==> src/design/upsc_pkg.sv <==
// constants, field layouts and carrier types of the port switch register bank
package upsc_pkg;
  // serial bus slave address, seven bits
  localparam logic [6:0] I2C_ADDR     = 7'h25;
  // register offsets
  localparam logic [7:0] A_VERSION    = 8'h01;
  localparam logic [7:0] A_CTRL       = 8'h02;
  localparam logic [7:0] A_IRQ        = 8'h03;
  localparam logic [7:0] A_IRQ_MASK   = 8'h05;
  localparam logic [7:0] A_RES_CODE   = 8'h07;
  localparam logic [7:0] A_TIMING     = 8'h08;
  localparam logic [7:0] A_STATUS     = 8'h09;
  localparam logic [7:0] A_PORT_TYPE  = 8'h0a;
  localparam logic [7:0] A_ADC_RAW    = 8'h0b;
  localparam logic [7:0] A_MAN_SW     = 8'h13;
  localparam logic [7:0] A_MAN_CHG    = 8'h14;
  localparam logic [7:0] A_ID_MATCH   = 8'h1b;
  localparam logic [7:0] A_ID_CHECK   = 8'h1c;
  // reset values
  localparam logic [7:0] RST_CTRL     = 8'hd1;
  localparam logic [7:0] RST_ZERO     = 8'h00;
  localparam logic [7:0] RST_MAN_SW   = 8'h27;
  localparam logic [7:0] RST_ID_MATCH = 8'h08;
  localparam logic [7:0] RST_ID_CHECK = 8'h05;
  // control bit positions
  localparam int CTRL_TMO   = 7;
  localparam int CTRL_SRST  = 6;
  localparam int CTRL_HOLD  = 5;
  localparam int CTRL_MAN   = 4;
  localparam int CTRL_GMASK = 0;
  // interrupt bit positions
  localparam int IRQ_OCP  = 6;
  localparam int IRQ_OVP  = 5;
  localparam int IRQ_MIC  = 4;
  localparam int IRQ_RES  = 3;
  localparam int IRQ_VBUS = 2;
  localparam int IRQ_DONE = 1;
  localparam logic [7:0] IRQ_USED = 8'h7e;
  // manual charge control bit positions
  localparam int CHG_FORCE = 4;
  localparam int CHG_MICP  = 3;
  localparam int CHG_DPLUS = 2;
  // id measurement time table
  localparam logic [9:0] DET_BASE_MS  = 10'h032;
  localparam logic [9:0] DET_STEP_MS  = 10'h064;
  localparam logic [3:0] DET_MAX_CODE = 4'hb;
  localparam logic [9:0] DET_MAX_MS   = 10'h3e8;
  // live status levels, in status register bit order 7..0
  typedef struct packed {
    logic flag_a;
    logic overcurrent_state;
    logic overvoltage_state;
    logic mic_overvoltage_state;
    logic id_attached_flag;
    logic vbus_valid;
    logic charger_detect_active;
    logic contact_found;
  } upsc_live_t;
  // one-hot connector line routing, all zero means open
  typedef struct packed {
    logic mic;
    logic host2;
    logic audio;
    logic host1;
  } upsc_route_t;
  typedef enum {S_IDLE, S_RX, S_ACK, S_TX, S_MACK} upsc_i2c_st_t;
  typedef enum {P_ADDR, P_PTR, P_DATA} upsc_phase_t;
endpackage

==> src/design/upsc_regs.sv <==
// register bank with serial bus slave for the usb port switch
`timescale 1ns/1ns
`default_nettype none
module upsc_regs
  import upsc_pkg::*;
#(
  parameter logic [4:0] VERSION_ID = 5'h01  // arbitrary version value
) (
  input  wire logic        I_REF_CLK,        // core clock, 50 MHz
  input  wire logic        I_RSTN,           // async reset, active low
  input  wire logic        I_CE,             // clock enable
  input  wire logic        I_SCL,            // bus clock pin
  input  wire logic        I_SDA,            // bus data pin level
  output logic             O_SDA,            // bus data drive value
  output logic             O_SDA_OE,         // bus data drive enable
  input  wire upsc_live_t  I_LIVE,           // live status levels
  input  wire logic        I_CHG_DET_DONE,   // charger detection done pulse
  input  wire logic [4:0]  I_ID_RES_CODE,    // measured resistor code
  input  wire logic [7:0]  I_ID_ADC_RAW,     // raw id conversion
  input  wire logic [3:0]  I_PORT_FLAGS,     // dock, dcp, cdp, sdp
  input  wire logic [7:0]  I_AUTO_SW,        // automatic switch setting
  input  wire logic        I_CHG_AUTO,       // automatic charger assert
  output logic             O_IRQ_OUT_N,      // interrupt, active low
  output logic             O_CONTACT_TIMEOUT_ENABLE, // contact timeout on
  output logic             O_ID_DETECT_HOLD, // id detect hold
  output logic             O_ID_MEASURE_EN,  // id measurement running
  output logic             O_MANUAL_SWITCH_ENABLE, // manual mode
  output logic             O_SOFT_RST,       // soft reset pulse
  output logic [9:0]       O_ID_DET_TIME_MS, // id measurement time, ms
  output logic [3:0]       O_ID_MATCH_NEED,  // matches needed for attach
  output logic [2:0]       O_ID_CHECKS,      // checks for code change
  output logic [1:0]       O_ID_CAP_SEL,     // id capacitance select
  output upsc_route_t      O_DM_ROUTE,       // minus line routing
  output upsc_route_t      O_DP_ROUTE,       // plus line routing
  output logic [1:0]       O_VBUS_SW,        // bus supply switching
  output logic             O_MIC_PROTECT_ENABLE, // mic protection on
  output logic             O_DPLUS_FORCE,    // force plus line level
  output logic             O_CHARGER_ATTACHED_N,    // open drain value
  output logic             O_CHARGER_ATTACHED_N_OE  // open drain enable
);
  logic [1:0]   scl_s, sda_s;
  logic         scl_d, sda_d;
  upsc_i2c_st_t st_r;
  upsc_phase_t  ph_r;
  logic [3:0]   cnt_r;
  logic [7:0]   sh_r, tx_r, ptr_r;
  logic         rw_r, sda_oe_r;
  logic         wr_stb, ld_stb;
  logic [7:0]   ctrl_r, pend_r, mask_r, tim_r, msw_r, mchg_r, app1_r, app2_r;
  logic         soft_rst_r, irq_n_r;
  upsc_live_t   live_d;
  logic [4:0]   code_d;
  logic [7:0]   rd_data, set_v, sel_sw;

  // two flops on each pin before any logic looks at them
  always_ff @(posedge I_REF_CLK or negedge I_RSTN) begin
    if (!I_RSTN) begin
      scl_s <= 2'h3;
      sda_s <= 2'h3;
      scl_d <= 1'b1;
      sda_d <= 1'b1;
    end else if (I_CE) begin
      scl_s <= {scl_s[0], I_SCL};
      sda_s <= {sda_s[0], I_SDA};
      scl_d <= scl_s[1];
      sda_d <= sda_s[1];
    end
  end

  wire scl_rise = scl_s[1] & ~scl_d;
  wire scl_fall = ~scl_s[1] & scl_d;
  wire bus_start = scl_s[1] & scl_d & sda_d & ~sda_s[1];
  wire bus_stop = scl_s[1] & scl_d & ~sda_d & sda_s[1];

  // byte complete strobes: a write lands, or a read byte is fetched
  assign wr_stb = scl_fall && st_r == S_RX && cnt_r == 4'h8
                  && ph_r == P_DATA;
  assign ld_stb = scl_fall && ((st_r == S_ACK && rw_r)
                  || st_r == S_MACK);

  // bus slave: bits shift on the clock high, data changes on its fall
  always_ff @(posedge I_REF_CLK or negedge I_RSTN) begin
    if (!I_RSTN) begin
      st_r     <= S_IDLE;
      ph_r     <= P_ADDR;
      cnt_r    <= 4'h0;
      sh_r     <= 8'h00;
      tx_r     <= 8'h00;
      ptr_r    <= 8'h00;
      rw_r     <= 1'b0;
      sda_oe_r <= 1'b0;
    end else if (I_CE) begin
      if (bus_start) begin
        st_r     <= S_RX;
        ph_r     <= P_ADDR;
        cnt_r    <= 4'h0;
        sda_oe_r <= 1'b0;
      end else if (bus_stop) begin
        st_r     <= S_IDLE;
        sda_oe_r <= 1'b0;
      end else if (scl_rise) begin
        if (st_r == S_RX) begin
          sh_r  <= {sh_r[6:0], sda_s[1]};
          cnt_r <= cnt_r + 4'h1;
        end else if (st_r == S_TX) begin
          cnt_r <= cnt_r + 4'h1;
        end else if (st_r == S_MACK && sda_s[1]) begin
          st_r <= S_IDLE;                // master nack ends the read
        end
      end else if (scl_fall) begin
        case (st_r)
          S_RX: begin
            if (cnt_r == 4'h8) begin
              cnt_r <= 4'h0;
              if (ph_r == P_ADDR) begin
                if (sh_r[7:1] == I2C_ADDR) begin
                  rw_r     <= sh_r[0];
                  ph_r     <= sh_r[0] ? P_DATA : P_PTR;
                  sda_oe_r <= 1'b1;
                  st_r     <= S_ACK;
                end else begin
                  st_r <= S_IDLE;        // not ours, stay off the bus
                end
              end else begin
                if (ph_r == P_PTR) begin
                  ptr_r <= sh_r;
                end else begin
                  ptr_r <= ptr_r + 8'h01;
                end
                ph_r     <= P_DATA;
                sda_oe_r <= 1'b1;
                st_r     <= S_ACK;
              end
            end
          end
          S_ACK: begin
            if (rw_r) begin
              tx_r     <= {rd_data[6:0], 1'b0};
              sda_oe_r <= ~rd_data[7];
              ptr_r    <= ptr_r + 8'h01;
              st_r     <= S_TX;
            end else begin
              sda_oe_r <= 1'b0;
              st_r     <= S_RX;
            end
          end
          S_TX: begin
            if (cnt_r == 4'h8) begin
              cnt_r    <= 4'h0;
              sda_oe_r <= 1'b0;
              st_r     <= S_MACK;
            end else begin
              sda_oe_r <= ~tx_r[7];
              tx_r     <= {tx_r[6:0], 1'b0};
            end
          end
          S_MACK: begin
            tx_r     <= {rd_data[6:0], 1'b0};
            sda_oe_r <= ~rd_data[7];
            ptr_r    <= ptr_r + 8'h01;
            st_r     <= S_TX;
          end
          default: st_r <= S_IDLE;
        endcase
      end
    end
  end

  assign O_SDA    = 1'b0;
  assign O_SDA_OE = sda_oe_r;

  // read mux; reserved bits read zero and the reset bit always reads one
  always_comb begin
    case (ptr_r)
      A_VERSION:   rd_data = {VERSION_ID, 3'h0};
      A_CTRL:      rd_data = ctrl_r | (8'h01 << CTRL_SRST);
      A_IRQ:       rd_data = pend_r;
      A_IRQ_MASK:  rd_data = mask_r;
      A_RES_CODE:  rd_data = {3'h0, I_ID_RES_CODE};
      A_TIMING:    rd_data = tim_r;
      A_STATUS:    rd_data = I_LIVE;
      A_PORT_TYPE: rd_data = {2'h0, I_PORT_FLAGS[3], 2'h0,
                              I_PORT_FLAGS[2:0]};
      A_ADC_RAW:   rd_data = I_ID_ADC_RAW;
      A_MAN_SW:    rd_data = msw_r;
      A_MAN_CHG:   rd_data = mchg_r;
      A_ID_MATCH:  rd_data = app1_r;
      A_ID_CHECK:  rd_data = app2_r;
      default:     rd_data = 8'h00;
    endcase
  end

  // registers kept across a soft reset
  always_ff @(posedge I_REF_CLK or negedge I_RSTN) begin
    if (!I_RSTN) begin
      ctrl_r     <= RST_CTRL & ~(8'h01 << CTRL_SRST);
      msw_r      <= RST_MAN_SW;
      mchg_r     <= RST_ZERO;
      soft_rst_r <= 1'b0;
    end else if (I_CE) begin
      soft_rst_r <= wr_stb && ptr_r == A_CTRL && !sh_r[CTRL_SRST];
      if (wr_stb && ptr_r == A_CTRL) begin
        ctrl_r <= sh_r & 8'hb1;
      end
      if (wr_stb && ptr_r == A_MAN_SW) begin
        msw_r <= sh_r;
      end
      if (wr_stb && ptr_r == A_MAN_CHG) begin
        mchg_r <= sh_r & 8'h1c;
      end
    end
  end

  // registers that the soft reset returns to defaults
  always_ff @(posedge I_REF_CLK or negedge I_RSTN) begin
    if (!I_RSTN) begin
      mask_r <= RST_ZERO;
      tim_r  <= RST_ZERO;
      app1_r <= RST_ID_MATCH;
      app2_r <= RST_ID_CHECK;
    end else if (I_CE) begin
      if (soft_rst_r) begin
        mask_r <= RST_ZERO;
        tim_r  <= RST_ZERO;
        app1_r <= RST_ID_MATCH;
        app2_r <= RST_ID_CHECK;
      end else if (wr_stb) begin
        if (ptr_r == A_IRQ_MASK) mask_r <= sh_r & IRQ_USED;
        if (ptr_r == A_TIMING) tim_r <= sh_r & 8'h0f;
        if (ptr_r == A_ID_MATCH) app1_r <= sh_r & 8'h1c;
        if (ptr_r == A_ID_CHECK) app2_r <= sh_r & 8'h0f;
      end
    end
  end

  // change events; code change is dropped entirely under hold
  always_comb begin
    set_v           = 8'h00;
    set_v[IRQ_OCP]  = live_d.overcurrent_state != I_LIVE.overcurrent_state;
    set_v[IRQ_OVP]  = live_d.overvoltage_state != I_LIVE.overvoltage_state;
    set_v[IRQ_MIC]  = live_d.mic_overvoltage_state
                      != I_LIVE.mic_overvoltage_state;
    set_v[IRQ_RES]  = code_d != I_ID_RES_CODE && !ctrl_r[CTRL_HOLD];
    set_v[IRQ_VBUS] = live_d.vbus_valid != I_LIVE.vbus_valid;
    set_v[IRQ_DONE] = I_CHG_DET_DONE;
  end

  // sticky flags; a fetch of this register clears, a new event wins
  always_ff @(posedge I_REF_CLK or negedge I_RSTN) begin
    if (!I_RSTN) begin
      pend_r  <= RST_ZERO;
      live_d  <= '0;
      code_d  <= 5'h00;
      irq_n_r <= 1'b1;
    end else if (I_CE) begin
      live_d <= I_LIVE;
      code_d <= I_ID_RES_CODE;
      if (soft_rst_r) begin
        pend_r <= RST_ZERO;
      end else if (ld_stb && ptr_r == A_IRQ) begin
        pend_r <= set_v;
      end else begin
        pend_r <= pend_r | set_v;
      end
      irq_n_r <= !(|(pend_r & ~mask_r & IRQ_USED)
                   && !ctrl_r[CTRL_GMASK]);
    end
  end

  assign O_IRQ_OUT_N = irq_n_r;

  // switch source and routing decode
  assign sel_sw = ctrl_r[CTRL_MAN] ? msw_r : I_AUTO_SW;
  always_comb begin
    O_DM_ROUTE = '0;
    O_DP_ROUTE = '0;
    case (sel_sw[7:5])
      3'h1:    O_DM_ROUTE.host1 = 1'b1;
      3'h2:    O_DM_ROUTE.audio = 1'b1;
      3'h3:    O_DM_ROUTE.host2 = 1'b1;
      default: O_DM_ROUTE = '0;
    endcase
    case (sel_sw[4:2])
      3'h1:    O_DP_ROUTE.host1 = 1'b1;
      3'h2:    O_DP_ROUTE.audio = 1'b1;
      3'h3:    O_DP_ROUTE.host2 = 1'b1;
      3'h4:    O_DP_ROUTE.mic = 1'b1;
      default: O_DP_ROUTE = '0;
    endcase
  end
  assign O_VBUS_SW = sel_sw[1:0];

  // measurement time table; undefined codes clamp to the longest
  always_comb begin
    if (tim_r[3:0] > DET_MAX_CODE) begin
      O_ID_DET_TIME_MS = DET_MAX_MS;
    end else if (tim_r[3:0] < 4'h4) begin
      O_ID_DET_TIME_MS = DET_BASE_MS * ({6'h00, tim_r[3:0]} + 10'h001);
    end else begin
      O_ID_DET_TIME_MS = DET_STEP_MS * ({6'h00, tim_r[3:0]} - 10'h001);
    end
  end

  // configuration outputs
  assign O_CONTACT_TIMEOUT_ENABLE = ctrl_r[CTRL_TMO];
  assign O_ID_DETECT_HOLD = ctrl_r[CTRL_HOLD];
  assign O_ID_MEASURE_EN = !(ctrl_r[CTRL_HOLD]
                             && I_LIVE.id_attached_flag);
  assign O_MANUAL_SWITCH_ENABLE = ctrl_r[CTRL_MAN];
  assign O_SOFT_RST = soft_rst_r;
  assign O_ID_MATCH_NEED = {1'b0, app1_r[4:2]} + 4'h1;
  assign O_ID_CHECKS = {1'b0, app2_r[3:2]} + 3'h1;
  assign O_ID_CAP_SEL = app2_r[1:0];
  assign O_MIC_PROTECT_ENABLE = mchg_r[CHG_MICP];
  assign O_DPLUS_FORCE = mchg_r[CHG_DPLUS] && I_LIVE.vbus_valid;
  assign O_CHARGER_ATTACHED_N = 1'b0;
  assign O_CHARGER_ATTACHED_N_OE = mchg_r[CHG_FORCE] || I_CHG_AUTO;
endmodule
`default_nettype wire

==> config.mk <==
export PLATFORM = sky130hd
export DESIGN_NAME = upsc_regs
export DESIGN_NICKNAME = d
export VERILOG_FILES = /design/src/design/upsc_pkg.sv /design/src/design/upsc_regs.sv
export SDC_FILE = /design/constraint.sdc
export NUM_CORES = 1
export LEC_CHECK = 0
export BUFFER_PORTS_ARGS = -buffer_cell sky130_fd_sc_hd__buf_2
export CAP_MARGIN = 25
export CORE_MARGIN = 4
export CORE_UTILIZATION = 24
export CTS_CLUSTER_SIZE = 25
export DETAILED_ROUTE_END_ITERATION = 8
export GPL_ROUTABILITY_DRIVEN = 0
export GPL_TIMING_DRIVEN = 0
export SYNTH_ARGS = -nofsm -noshare
export SYNTH_HDL_FRONTEND = slang
export SYNTH_SLANG_ARGS = --single-unit
==> constraint.sdc <==
create_clock -name I_REF_CLK -period 11.7 [get_ports I_REF_CLK]
set_input_delay 1.755 -clock I_REF_CLK [delete_from_list [all_inputs] [get_ports I_REF_CLK]]
set_output_delay 1.755 -clock I_REF_CLK [all_outputs]
set_load 0.02 [all_outputs]
After elaboration in Yosys (flattened, before gate mapping)
Index checks and enable logic that the tools add are counted.
- input bits: 40
- bits in registers: 166
- output and inout bits: 41
- equal/unequal tests: 53
- $add $sub $neg: 6
- bitwise logic cells: 19
- reductions and logical operators: 56
- $mul: 2
- multiplexer cells: 73
- $lt $le $gt $ge: 2
- operators by type and width (operator ; count):
    32-bit two-way mux ; 18
    8-bit two-way mux ; 21
    32-bit by 2-bit equality test with 1-bit output, second input constant ; 4
    32-bit by 3-bit equality test with 1-bit output, second input constant ; 4
    32-bit case mux with 4 select lines ; 1
    8-bit case mux with 13 select lines ; 1
    8-bit case mux with 3 select lines ; 2
    32-bit by 1-bit equality test with 1-bit output, second input constant ; 1
    32-bit by 4-bit equality test with 1-bit output, second input constant ; 1
    8-bit by 4-bit equality test with 1-bit output, second input constant ; 4
    8-bit by 5-bit equality test with 1-bit output, second input constant ; 4
    32-bit logical NOT ; 1
    4-bit two-way mux ; 8
    10-bit two-way mux ; 2
    9-bit AND reduction ; 2
    3-bit nonzero test ; 6
    8-bit by 2-bit equality test with 1-bit output, second input constant ; 2
    8-bit by 3-bit equality test with 1-bit output, second input constant ; 2
    1-bit two-way mux ; 16
    2-bit nonzero test ; 8
    1-bit logical AND ; 15
    5-bit != test, second input constant ; 3
    7-bit AND reduction ; 2
    3-bit by 2-bit equality test with 1-bit output, second input constant ; 4
    41 further kinds ; 79

Depth between registers and ports, before layout
- word-level depth: 9
- depth in mapped cells: 14

Least setup slack after synthesis
No wires, ideal clock.
- path type: reg-to-output
- start: register tim_r[0]
- end: output O_ID_DET_TIME_MS[9]
- arrival time: 3682 ps
- data required time: 9945 ps
- stages on the path, launching flop included: 14
- slack: 6263 ps
- path through: dfrtp_1 -> clkbuf_1 -> inv_1 -> ha_1 -> xor2_1 -> ha_1 -> ha_1 -> fa_1 -> ha_1 -> a21oi_1 -> xnor2_1 -> xor2_1 -> nor3_1 -> a211oi_1
- longest elaborated chain between the ends: 4
- elaborated cells between the ends (all ways): 8
- RTL lines (what ; line ; RTL):
    start, declared ; upsc_regs.sv:49 ; logic [7:0] ctrl_r, pend_r, mask_r, tim_r, msw_r, mchg_r, app1_r, app2_r;
    start signal, assigned ; upsc_regs.sv:229 ; if (ptr_r == A_TIMING) tim_r <= sh_r & 8'h0f;
    4-bit by 1-bit subtractor with 5-bit output / 4-bit by 1-bit adder with 5-bit output (equally long branches) ; upsc_regs.sv:300, upsc_regs.sv:298 ;
    5-bit by 10-bit multiplier with 8-bit output / 5-bit by 5-bit multiplier with 9-bit output (equally long branches) ; upsc_regs.sv:300, upsc_regs.sv:298 ;
    10-bit two-way mux ; upsc_regs.sv:297 ; end else if (tim_r[3:0] < 4'h4) begin
    10-bit two-way mux * ; upsc_regs.sv:295 ; if (tim_r[3:0] > DET_MAX_CODE) begin
    end, declared ; upsc_regs.sv:29 ; output logic [9:0] O_ID_DET_TIME_MS,
Mark *: on every way between the ends. The rest lies on a longest branch, timed or not.

Worst setup path in the final report
Same ends and word-level chain as after synthesis.

==> impl_metrics.json <==
{
  "grt_usage_pct": 13.66,
  "numPortBuffers": 76,
  "grt_setup_unrepaired": "false",
  "rows": 59,
  "p_leak_nw": 3.448,
  "tritoncts.num_buffers": 9,
  "fp.dieH_um": 170.7,
  "via_per_inst": 5.036,
  "core_area_um2": 26060,
  "startpoint": "tim_r[0]",
  "drt_first_pass_iters": 5,
  "min-delay-path-class": "flop to flop",
  "worst_hold_startpoint": "O_IRQ_OUT_N",
  "clkSlewWorstSetupHoldPaths_ps": 60,
  "cts_tree": "yes",
  "clockRootBuffer": "sky130_fd_sc_hd__clkbuf_16",
  "final-setup-viol-count": 0,
  "grt_antenna_before_repair": 0,
  "finalMaxSlewViolations": 0,
  "place.detailed.hpwl_um": 15310,
  "final.fill_count": 2749,
  "grt.met3_usage_pct": 2.172,
  "ios": 81,
  "grt_first_pass_wirelength_um": 31360,
  "number_of_global_route_vias_before_repair": 5447,
  "cell_area_after_synthesis_um2": 6356,
  "sum_of_negative_setup_slack_ps": 0,
  "gr-usage-met1_pct": 19.01,
  "max_freq_mhz": 162.5,
  "cts_hold_buffers": 0,
  "max_slew.worst_pin.slew_ps": 896.4,
  "grt-busiest-layer": "met2",
  "worstSkewPairLatency_ps": 350,
  "post_layout_nonfiller_instances": 1126,
  "cts-resized-gates": 0,
  "yosys_warnings": 0,
  "worst_flop_to_flop_path_startpoint": "ptr_r[1]",
  "finalCritPeriodShare_pct": 52.60,
  "timing.critical_path.from_type": "flop",
  "floorplan.die_area_um2": 29150,
  "number_of_enable_type_register_cells_in_the_synthesized_netlist": 0,
  "area_growth_pct": 18.66,
  "placed_cells": 1110,
  "crit_fanout": 10,
  "detailedRoute.firstIterationViolations": 493,
  "via_total_after_detailed_routing": 5671,
  "dpl_worst_slack_ps": 5913,
  "dieWidth_um": 170.7,
  "distinct_cells_synth": 80,
  "timing.slew.headroom_pct": 39.78,
  "cts_setup_buffers": 0,
  "drt-total-wl_um": 19760,
  "gr-total-overflow": 0,
  "postSynth.asyncResetShare_pct": 100.0,
  "final.setup_skew_ps": 6.828,
  "route.antenna.remaining_nets": 0,
  "finalWorstPathRequiredPeriod_ps": 6155,
  "finalHoldViolCount": 0,
  "worst_supply_voltage_drop_on_vdd_mv": 0.06004,
  "clock_sinks": 89,
  "run_status": "finished, final reports clean",
  "finalWorstSetupSlack_ps": 5545,
  "nets": 866,
  "drive_gt1_share_pct": 23.14,
  "ys_seq_area_share_pct": 35.37,
  "buffer_levels_on_the_longest_clock_path": 2,
  "netlist_instances": 695,
  "use_met2_pct": 22.27,
  "initial_utilization_pct": 24.39,
  "dominantRegCellSynth": "sky130_fd_sc_hd__dfrtp_1",
  "maxCapViolCount": 0,
  "antenna_cells": 0,
  "synth.ff_latch_count": 89,
  "power-per-cell-area_nw_per_um2": 104.6,
  "timing.setup.critical_path_class": "flop to output port",
  "timing.critical_path.to_type": "output port",
  "cp_data_required_time_ps": 9950,
  "post_route_drc": 0,
  "htree_num_levels": 3,
  "crit_arrival_ps": 4400,
  "post_drt_wl_per_cell_um": 17.55,
  "largest_net_degree_at_the_start_of_global_routing": 71,
  "synth.avg_cell_area_um2": 9.145
}
-- through the flow --
stage                     utilization (%)  area [um^2]  total power [mW]  hold WS (ps)
after global placement              27.50         7167            0.4531         461.4
after global routing                28.94         7542            0.8239         489.2
after CTS                           28.94         7542            0.7953         475.6
after detailed placement            27.62         7197            0.4571         465.3
after floorplan                         -         6367            0.4130         468.1
final                               28.94         7542            0.7887         470.2
-- state kept, by name, summed over array words and instances, names as in the netlist, 3 cells and up --
name / count
tim_r: 4
pend_r: 6
app2_r: 4
mchg_r: 3
sh_r: 8
live_d: 4
msw_r: 8
ctrl_r: 4
ptr_r: 8
code_d: 5
tx_r: 7
st_r: 3
mask_r: 6
cnt_r: 4
app1_r: 3
-- cells in the mapped netlist (3+ instances only) --
cell type | instances | area share [%]
sky130_fd_sc_hd__a21o_1 | 6 | 0.71
sky130_fd_sc_hd__mux2_4 | 4 | 0.94
sky130_fd_sc_hd__o2bb2ai_1 | 4 | 0.55
sky130_fd_sc_hd__o31ai_1 | 7 | 0.83
sky130_fd_sc_hd__clkbuf_1 | 25 | 1.5
sky130_fd_sc_hd__and2_1 | 3 | 0.30
sky130_fd_sc_hd__nand2b_1 | 4 | 0.39
sky130_fd_sc_hd__a22o_1 | 4 | 0.55
sky130_fd_sc_hd__nand3_1 | 30 | 2.4
sky130_fd_sc_hd__dfrtp_1 | 72 | 28
sky130_fd_sc_hd__nor2b_1 | 4 | 0.39
sky130_fd_sc_hd__nor2_1 | 40 | 2.4
sky130_fd_sc_hd__a211oi_1 | 4 | 0.47
sky130_fd_sc_hd__buf_4 | 7 | 0.83
sky130_fd_sc_hd__buf_1 | 3 | 0.18
sky130_fd_sc_hd__and3_1 | 10 | 0.98
sky130_fd_sc_hd__o22ai_1 | 21 | 2.1
sky130_fd_sc_hd__inv_1 | 43 | 2.5
sky130_fd_sc_hd__nor2_2 | 4 | 0.39
sky130_fd_sc_hd__and3b_1 | 4 | 0.55
sky130_fd_sc_hd__xnor2_1 | 12 | 1.7
sky130_fd_sc_hd__buf_2 | 14 | 1.1
sky130_fd_sc_hd__nand4_1 | 3 | 0.30
sky130_fd_sc_hd__xor2_1 | 13 | 1.8
sky130_fd_sc_hd__nor3_1 | 17 | 1.3
sky130_fd_sc_hd__mux2_1 | 11 | 1.9
sky130_fd_sc_hd__mux2_2 | 27 | 4.8
sky130_fd_sc_hd__ha_1 | 37 | 7.3
sky130_fd_sc_hd__a32oi_1 | 6 | 0.83
sky130_fd_sc_hd__fa_1 | 3 | 0.94
sky130_fd_sc_hd__nand2_1 | 55 | 3.2
sky130_fd_sc_hd__nand3b_1 | 6 | 0.71
sky130_fd_sc_hd__o21ai_0 | 37 | 2.9
sky130_fd_sc_hd__a31oi_1 | 8 | 0.79
sky130_fd_sc_hd__nand4b_1 | 4 | 0.55
sky130_fd_sc_hd__o32a_1 | 4 | 0.63
sky130_fd_sc_hd__mux2i_1 | 20 | 3.1
sky130_fd_sc_hd__dfstp_2 | 17 | 7.0
sky130_fd_sc_hd__a21oi_1 | 39 | 3.1
sky130_fd_sc_hd__a22oi_1 | 13 | 1.5
-- per-layer routing --
metal	up-vias	routed length [um]
met2	201	9193
met1	2761	9036
li1	2687	-
met5	-	0
met4	0	278
met3	22	1255
-- worst paths after layout --
check,to,slack (ps),cells after the start
max in group asynchronous,msw_r[5],9730,2
worst max register to register,tx_r[6],9110,9
worst min-delay path,O_IRQ_OUT_N,470,2
worst max-delay path,O_ID_DET_TIME_MS[9],5550,14
min in group asynchronous,O_SDA_OE,1300,1
worst min register to register,O_IRQ_OUT_N,470,2
-- worst max-delay path, stage by stage, from the launching register on --
cell and delay (ps):
sky130_fd_sc_hd__dfrtp_1 340, sky130_fd_sc_hd__clkbuf_1 400, sky130_fd_sc_hd__inv_1 250, sky130_fd_sc_hd__ha_1 300, sky130_fd_sc_hd__xor2_1 170, sky130_fd_sc_hd__ha_1 320
sky130_fd_sc_hd__ha_1 320, sky130_fd_sc_hd__fa_1 480, sky130_fd_sc_hd__ha_1 340, sky130_fd_sc_hd__a21oi_1 180, sky130_fd_sc_hd__xnor2_1 200, sky130_fd_sc_hd__xor2_1 180
sky130_fd_sc_hd__nor3_1 60, sky130_fd_sc_hd__a211oi_1 280, sky130_fd_sc_hd__buf_2 220
-- placed cells by master (no fill, tap or decap), types with 17 or more instances in the layout --
cell and count:
sky130_fd_sc_hd__dfrtp_1 72, sky130_fd_sc_hd__o22ai_1 21, sky130_fd_sc_hd__buf_2 89, sky130_fd_sc_hd__nor3_1 17, sky130_fd_sc_hd__a21oi_1 39, sky130_fd_sc_hd__nor2_1 40, sky130_fd_sc_hd__inv_1 43, sky130_fd_sc_hd__clkbuf_1 26
sky130_fd_sc_hd__nand2_1 55, sky130_fd_sc_hd__ha_1 37, sky130_fd_sc_hd__mux2_2 27, sky130_fd_sc_hd__dfstp_2 17, sky130_fd_sc_hd__mux2i_1 20, sky130_fd_sc_hd__o21ai_0 37, sky130_fd_sc_hd__nand3_1 30
-- area by class of cell --
type	count	area (um^2)	area share [%]
well taps	335	419.2	5.557
plain buffers	50	239.0	3.169
flip-flops and latches	89	2248	29.81
clock inverters	5	102.6	1.360
inverters	45	168.9	2.240
clock buffers	11	242.7	3.218
repair buffers	77	410.4	5.441
multi-input cells	514	3711	49.20
-- logic make-up (layout without fill, tap and decap cells) --
| logic type | after synthesis | count (layout) | synth area share (%) |
|---|---|---|---|
| buf+inv | 95 | 188 | 6.417 |
| compound gates | 176 | 176 | 18.29 |
| other cells | 1 | 4 | 0.05900 |
| xor+xnor | 25 | 25 | 3.445 |
| mux | 62 | 62 | 10.83 |
| flops | 89 | 89 | 35.37 |
| simple gates | 207 | 207 | 17.36 |
| fa+ha+maj | 40 | 40 | 8.228 |
-- power by group --
part	internal (mW)	switching, mW	leakage, nW
clock network	0.214	0.122	0.166
logic	0.0443	0.0698	2.20
registers	0.324	0.0148	1.08
(Power assumes the default switching activity.)
